`src/timer2_pkg.sv`:
```
// package: constants and control bundle for the 16-bit reload/capture timer
package timer2_pkg;

  localparam int unsigned SYSTEM_CLOCK_DIVIDE = 12;
  localparam int unsigned RTC_DIVIDE = 8;
  localparam logic [15:0] COUNTER_RESET = 16'h0000;
  localparam logic [15:0] RELOAD_RESET = 16'h0000;
  localparam logic [7:0] BYTE_ALL_ONES = 8'hff;
  localparam logic [15:0] WORD_ALL_ONES = 16'hffff;
  localparam logic [1:0] SRC_SYSTEM_CLOCK_DIV12 = 2'h0;
  localparam logic [1:0] SRC_RTC_DIV8 = 2'h1;
  localparam logic [1:0] SRC_RESERVED = 2'h2;
  localparam logic [1:0] SRC_COMPARATOR = 2'h3;
  localparam int unsigned SRC_MSB_POS = 1;
  localparam int unsigned SRC_LSB_POS = 0;

  typedef struct packed {
    logic split_mode_select;
    logic high_half_run;
    logic low_byte_irq_enable;
    logic capture_enable;
    logic [1:0] external_source_select;
    logic high_half_fast_clock;
    logic low_half_fast_clock;
    logic interrupt_enable;
  } control_type;

  typedef struct packed {
    logic counter_write;
    logic reload_write;
    logic clear_high_flag;
    logic clear_low_flag;
    logic [15:0] write_value;
  } write_type;

endpackage

```
`src/timer2_reload_capture.sv`:
```
// timer: 16-bit or dual 8-bit auto-reload counter with capture of the count
`timescale 1ns/10ps

// Function
// - split clear: one 16-bit counter, wrap loads reload word (wraps to zero in capture) and sets high flag
// - 16-bit mode: interrupt on each overflow when timer interrupts enabled
// - 16-bit mode: low byte wrap also interrupts when low interrupt enabled
// - split set: two 8-bit counters, each reloads from its own reload byte
// - split mode: run bit gates only the high byte; low byte always counts
// - per half: fast bit picks system clock, else select picks div12/rtc8/comparator
// - rtc divided source and comparator output are synchronized before use
// - split mode: high byte wrap sets high flag, low byte wrap low flag
// - split mode: interrupt on high wrap; with low enable also on low wrap
// - flags never cleared by hardware; software clears and checks both
// - low flag is set on every low byte wrap in every mode
// - capture mode is active while the capture enable bit is 1
// - capture event on comparator rising edge or every 8th rtc cycle by select msb
// - capture copies counter into reload registers and sets high flag
// - in capture the counter runs on system_clock, system_clock/12 or the other signal
module timer2_reload_capture (
  input wire logic core_clk,
  input wire logic resetn,
  input timer2_pkg::control_type ctrl,
  input timer2_pkg::write_type wr,
  input wire logic rtc_clock,
  input wire logic comparator_out,
  output logic [15:0] counter,
  output logic [15:0] reload,
  output logic high_overflow_flag,
  output logic low_overflow_flag,
  output logic timer_irq
);

  // ==========================================================
  // synchronizers and count sources
  logic [1:0] rtc_sync;
  logic [1:0] cmp_sync;
  logic rtc_prev;
  logic cmp_prev;
  logic [3:0] div12_count;
  logic [3:0] next_div12_count;
  logic [2:0] rtc_count;
  logic [2:0] next_rtc_count;
  logic div12_tick;
  logic rtc_rise;
  logic rtc8_tick;
  logic cmp_tick;

  // only the second stage is read by the edge detectors
  always_ff @(posedge core_clk or negedge resetn) begin
    if (!resetn) begin
      rtc_sync <= 2'h0;
      cmp_sync <= 2'h0;
      rtc_prev <= 1'h0;
      cmp_prev <= 1'h0;
    end else begin
      rtc_sync <= {rtc_sync[0], rtc_clock};
      cmp_sync <= {cmp_sync[0], comparator_out};
      rtc_prev <= rtc_sync[1];
      cmp_prev <= cmp_sync[1];
    end
  end

  assign rtc_rise = rtc_sync[1] & ~rtc_prev;
  assign cmp_tick = cmp_sync[1] & ~cmp_prev;
  assign div12_tick = (div12_count == 4'(timer2_pkg::SYSTEM_CLOCK_DIVIDE - 1));
  assign rtc8_tick = rtc_rise && (rtc_count == 3'(timer2_pkg::RTC_DIVIDE - 1));

  always_comb begin
    next_div12_count = div12_tick ? 4'h0 : div12_count + 4'h1;
    next_rtc_count = rtc_rise ? rtc_count + 3'h1 : rtc_count;
  end

  always_ff @(posedge core_clk or negedge resetn) begin
    if (!resetn) begin
      div12_count <= 4'h0;
      rtc_count <= 3'h0;
    end else begin
      div12_count <= next_div12_count;
      rtc_count <= next_rtc_count;
    end
  end

  // picks the count enable for one half; in capture mode the select lsb
  // chooses the signal that is not the capture source, so each can time the other
  function automatic logic source_tick(input logic fast, input logic [1:0] sel,
                                       input logic capture);
    logic t;
    t = 1'b0;
    if (fast) begin
      t = 1'b1;
    end else if (capture) begin
      if (!sel[timer2_pkg::SRC_LSB_POS]) begin
        t = div12_tick;
      end else begin
        t = sel[timer2_pkg::SRC_MSB_POS] ? rtc8_tick : cmp_tick;
      end
    end else begin
      case (sel)
        timer2_pkg::SRC_SYSTEM_CLOCK_DIV12: t = div12_tick;
        timer2_pkg::SRC_RTC_DIV8: t = rtc8_tick;
        timer2_pkg::SRC_COMPARATOR: t = cmp_tick;
        default: t = 1'b0; // reserved code stops the half
      endcase
    end
    return t;
  endfunction

  // ==========================================================
  // counter, reload, flags
  logic capture_mode;
  logic tick_low;
  logic tick_high;
  logic capture_event;
  logic low_wrap;
  logic high_wrap;
  logic [15:0] next_counter;
  logic [15:0] next_reload;
  logic next_high_flag;
  logic next_low_flag;
  logic next_irq;

  assign capture_mode = ctrl.capture_enable;
  assign tick_low = source_tick(ctrl.low_half_fast_clock, ctrl.external_source_select,
                                capture_mode);
  assign tick_high = source_tick(ctrl.high_half_fast_clock, ctrl.external_source_select,
                                 capture_mode);
  // capture source follows the select msb
  assign capture_event = capture_mode &&
    (ctrl.external_source_select[timer2_pkg::SRC_MSB_POS] ? cmp_tick : rtc8_tick);

  always_comb begin
    next_counter = counter;
    next_reload = reload;
    low_wrap = 1'b0;
    high_wrap = 1'b0;
    if (ctrl.split_mode_select) begin
      if (tick_low) begin
        low_wrap = (counter[7:0] == timer2_pkg::BYTE_ALL_ONES);
        next_counter[7:0] = low_wrap ? reload[7:0] : counter[7:0] + 8'h01;
      end
      if (tick_high && ctrl.high_half_run) begin
        high_wrap = (counter[15:8] == timer2_pkg::BYTE_ALL_ONES);
        next_counter[15:8] = high_wrap ? reload[15:8] : counter[15:8] + 8'h01;
      end
    end else if (tick_low && ctrl.high_half_run) begin
      low_wrap = (counter[7:0] == timer2_pkg::BYTE_ALL_ONES);
      high_wrap = (counter == timer2_pkg::WORD_ALL_ONES);
      if (high_wrap && !capture_mode) begin
        next_counter = reload;
      end else begin
        next_counter = counter + 16'h0001; // overflow to zero in capture
      end
    end
    if (wr.counter_write) begin
      next_counter = wr.write_value;
    end
    if (wr.reload_write) begin
      next_reload = wr.write_value;
    end
    // hardware capture beats a software reload write in the same cycle
    if (capture_event) begin
      next_reload = counter;
    end
    // set wins over a software clear; hardware never clears
    next_high_flag = (high_overflow_flag && !wr.clear_high_flag) || high_wrap ||
                     capture_event;
    next_low_flag = (low_overflow_flag && !wr.clear_low_flag) || low_wrap;
    next_irq = ctrl.interrupt_enable &&
               (next_high_flag || (ctrl.low_byte_irq_enable && next_low_flag));
  end

  always_ff @(posedge core_clk or negedge resetn) begin
    if (!resetn) begin
      counter <= timer2_pkg::COUNTER_RESET;
      reload <= timer2_pkg::RELOAD_RESET;
      high_overflow_flag <= 1'b0;
      low_overflow_flag <= 1'b0;
      timer_irq <= 1'b0;
    end else begin
      counter <= next_counter;
      reload <= next_reload;
      high_overflow_flag <= next_high_flag;
      low_overflow_flag <= next_low_flag;
      timer_irq <= next_irq;
    end
  end
endmodule // timer2_reload_capture

```
`config.mk`:
```
export PLATFORM = sky130hd
export DESIGN_NAME = timer2_reload_capture
export DESIGN_NICKNAME = d
export VERILOG_FILES = /design/src/timer2_pkg.sv /design/src/timer2_reload_capture.sv
export SDC_FILE = /design/constraint.sdc
export NUM_CORES = 1
export LEC_CHECK = 0
export BUFFER_PORTS_ARGS = -buffer_cell sky130_fd_sc_hd__clkbuf_2
export CORE_AREA = 2 2 93 95
export DETAILED_ROUTE_END_ITERATION = 10
export DIE_AREA = 0 0 95 97
export PLACE_DENSITY = 0.69
export SETUP_SLACK_MARGIN = 0.02
export SLEW_MARGIN = 5
export SYNTH_ARGS = -nofsm -noshare
export SYNTH_HDL_FRONTEND = slang
export SYNTH_SLANG_ARGS = --single-unit
export TNS_END_PERCENT = 30
```
`constraint.sdc`:
```
create_clock -name core_clk -period 2.2 [get_ports core_clk]
set_input_delay 0 -clock core_clk [delete_from_list [all_inputs] [get_ports core_clk]]
set_output_delay 0 -clock core_clk [all_outputs]
set_load 0.02 [all_outputs]
```
==> impl_metrics.yaml <==
run_status:
  outcome: "finished clean"
worst_setup_path:
  start_kind: "register"
  reg2reg_to: "counter[9]"
  timing.rr.start: "counter[8]"
  crit_path_end_kind: "register"
  cp.arrival_ns: 2.23
  reg2reg_depth: 7
  rrSetupSlack_ns: 0.16
  critPathKind: "register to register"
  crit_fanout: 7
  required_ns: 2.39
floorplan:
  rows: 33
  ios: 68
  die_area_sq_um: 9220
  die_x_microns: 95
  core_sq_um: 8130
  initial_utilization_pct: 38.2
  die_h_microns: 97
power_and_ir_drop:
  pwr-share-comb_pct: 34.1
  clock_power_share_pct: 21.7
  p_sw_w: 0.000956
  seqPwrFrac_pct: 44.2
  ir_drop_mv: 0.397
  p_leak_nw: 1.77
  switching_share_pct: 36.8
  internal_power_w: 0.00164
  powerDensity_nw_per_um2: 686
drt:
  dr_wl_met2_mm: 4.07
  highest_layer: "met4"
  first_pass_iters: 5
  viasPerCell: 5.54
  wl_met3_microns: 625
  wl_per_cell_microns: 15.8
  drt_wl_total_mm: 8.43
  drt.antenna.violating_nets: 0
  drc: 0
  vias: 2956
  met1Wirelength_mm: 3.65
  drt-initial-drc-count: 203
global_routing:
  first_global_vias: 2792
  overflow: 0
  grt_max_degree: 33
  grt_pass1_wl_mm: 13.7
  grt_use_total_pct: 18.6
  antenna_found_initial: 0
min_path:
  whs_path_depth: 3
  min_path_type: "input pin to register"
  hold_start: "wr[13]"
  min_to: "reload[13]"
synthesis:
  synth-compound-area-share_pct: 22.5
  synth_edf_count: 0
  synth_adder_area_share_pct: 2.01
  yosys_warnings: 0
  synth_top_area_share_pct: 38.7
  synth_top_family_by_area: "compound AO/OA/AOI/OAI gates"
  ys_types: 63
  synth_area_leaders: "dfrtp_1, mux2i_1, nor2_1"
  synth-seq-area-share_pct: 38.7
  ys.flop_type: "dfrtp_1"
  synth-xor-area-share_pct: 3.66
  muxShareOfSynthArea_pct: 7.53
  syn_inst: 347
  syn-num-nets: 385
  netlist_area_sq_um: 3110
  yosys.area_share.simple_pct: 20.1
  ys_async_sr_fraction_pct: 100
  ys_seq_elements: 48
  yosys.area.top_type: "dfrtp_1"
  avgSynthCellArea_sq_um: 8.95
clocking:
  post-cts-setup-buffers: 0
  clk_pin_slew_worst_paths_ns: 0.09
  ctsHtreeMaxLevel: 2
  cts_buffers: 5
  tritoncts: "yes"
  cts_buffer_depth: 2
  cts_sinks: 48
  root_buffer: "clkbuf_8"
  clkLatencyLatePin_ns: 0.30
finish:
  layout.nets: 466
  diodes: 0
  n_fill_cell: 742
  drive_gt1_share_pct: 26.8
  syn2layout_area_growth_pct: 22.0
sta:
  fin_ws_ns: 0.161
  finClkSkew_ns: 0.00688
  tightest_slew_ns: 0.605
  slew_violations: 0
  max_freq_mhz: 490
  final_hold_viol_count: 0
  rsz0062_at_grt: "no"
  min_period_ns: 2.04
  finalSetupViolCount: 0
  relSlewSlack_pct: 59.7
  period_share_pct: 92.7
  timing.setup.tns_ns: 0
place:
  gp_congestion: 0.923
  dp_slack_ns: 0.112
  hpwlAfterDp_mm: 6.33
  portBuffers: 67
job:
  drv_cap: 0
==> cell usage in the layout, fill, tap and decap left out, drive strengths merged, types with 2 or more instances in the layout <==
cell type	count
a221oi	3
nand2b	5
o31ai	2
nand4	4
nor2	48
clkbuf	73
and3	6
nand2	26
o311ai	2
a32o	2
ha	5
nor3	4
nand3b	2
a21oi	35
a22oi	4
and2	5
o211ai	4
mux2i	20
a222oi	2
o21ai	22
or2	2
a22o	4
dlygate4sd3	11
nand3	8
xor2	6
a211oi	4
nor2b	6
and4	4
xnor2	7
a211o	3
inv	4
buf	21
a31oi	5
o21a	2
dfrtp	48
o2bb2ai	2
a21o	3
mux2	3
==> cell type report <==
class	count	area, sq um	area share, %
multi-input cells	271	1750	46.1
flip-flops and latches	48	1200	31.7
repair buffers	99	603	15.9
well taps	105	131	3.47
clock buffers	6	82.6	2.18
clock inverters	2	13.8	0.363
inverters	3	11.3	0.297
==> worst max path at each step <==
| stage | start | endpoint | slack, ns |
|---|---|---|---|
| 2_1_floorplan | counter[1] | counter[9] | 0.1 |
| 3_3_place_gp | rtc_count[0] | counter[0] | 0.10 |
| 3_5_place_dp | rtc_count[0] | counter[0] | 0.11 |
| 4_1_cts | rtc_count[0] | counter[0] | 0.08 |
| 5_1_grt | counter[8] | counter[9] | 0.02 |
| 6_report | counter[8] | counter[9] | 0.16 |
==> registers in the layout, summed over array words and instances (netlist names) <==
name and flops:
counter 16, timer_irq 1, reload 16, cmp_prev 1, rtc_prev 1, rtc_sync 2, rtc_count 3, div12_count 4
high_overflow_flag 1, cmp_sync 2, low_overflow_flag 1
==> synthesized netlist by cell type (3+ instances only) <==
cell and instances:
a211oi_1 4, a21o_1 3, a21oi_1 35, a221oi_1 3, a22o_1 4, a22oi_1 3
a31oi_1 5, and2_1 4, and3_1 5, buf_2 7, buf_4 3, buf_6 6
clkbuf_1 8, dfrtp_1 48, ha_1 5, inv_1 3, mux2_2 3, mux2i_1 20
nand2_1 24, nand2b_1 5, nand3_1 8, nand4_1 3, nor2_1 47, nor2b_1 6
nor3_1 4, o211ai_1 4, o21ai_0 20, xnor2_1 7, xor2_1 6
==> critical path, stage by stage (launching register included) <==
cell,delay (ns)
dfrtp_1,0.38
ha_1,0.26
and3_1,0.26
nand4_1,0.27
nand2_1,0.15
a21oi_1,0.07
or3_1,0.35
a22o_1,0.19
==> metrics by stage <==
step	utilization [%]	total power (W)	area (sq um)	hold slack (ns)	instances
2_1_floorplan	-	0.00172	3110	-0.296	347
3_3_place_gp	43.9	0.00201	3570	-0.0199	515
3_5_place_dp	43.9	0.00203	3570	-0.0220	515
4_1_cts	46.5	0.00262	3780	0.00507	534
5_1_grt	46.6	0.00276	3790	0.0257	534
6_report	46.6	0.00260	3790	0.0135	534
==> power groups by stage <==
stage | Combinational (W) | Sequential [W] | Clock, W
2_1_floorplan | 0.000457 | 0.00126 | 0
3_3_place_gp | 0.000852 | 0.00116 | 0
3_5_place_dp | 0.000868 | 0.00116 | 0
4_1_cts | 0.000886 | 0.00114 | 0.000588
5_1_grt | 0.000975 | 0.00117 | 0.000617
6_report | 0.000887 | 0.00115 | 0.000564
==> routing by layer <==
metal | GRT usage (%) | vias to the layer above
li1 | - | 1423
met3 | 3.82 | 11
met4 | 6.02 | 0
met5 | 0 | -
met1 | 25.4 | 1401
met2 | 29.5 | 121
==> timing repair <==
item | CTS | global route
resized for setup | 0 | 5
hold buffers | 11 | 0
endpoints found under the setup margin | 0 | 9
endpoints found under the hold margin | 26 | 0
==> logic make-up after synthesis <==
group / count (synthesis)
XOR/XNOR: 13
multiplexers: 23
AND/OR/NAND/NOR: 123
buffers and inverters: 28
adder cells (fa/ha/maj): 5
flip-flops: 48
AO/OA/AOI/OAI: 107
(Power assumes the default switching activity.)
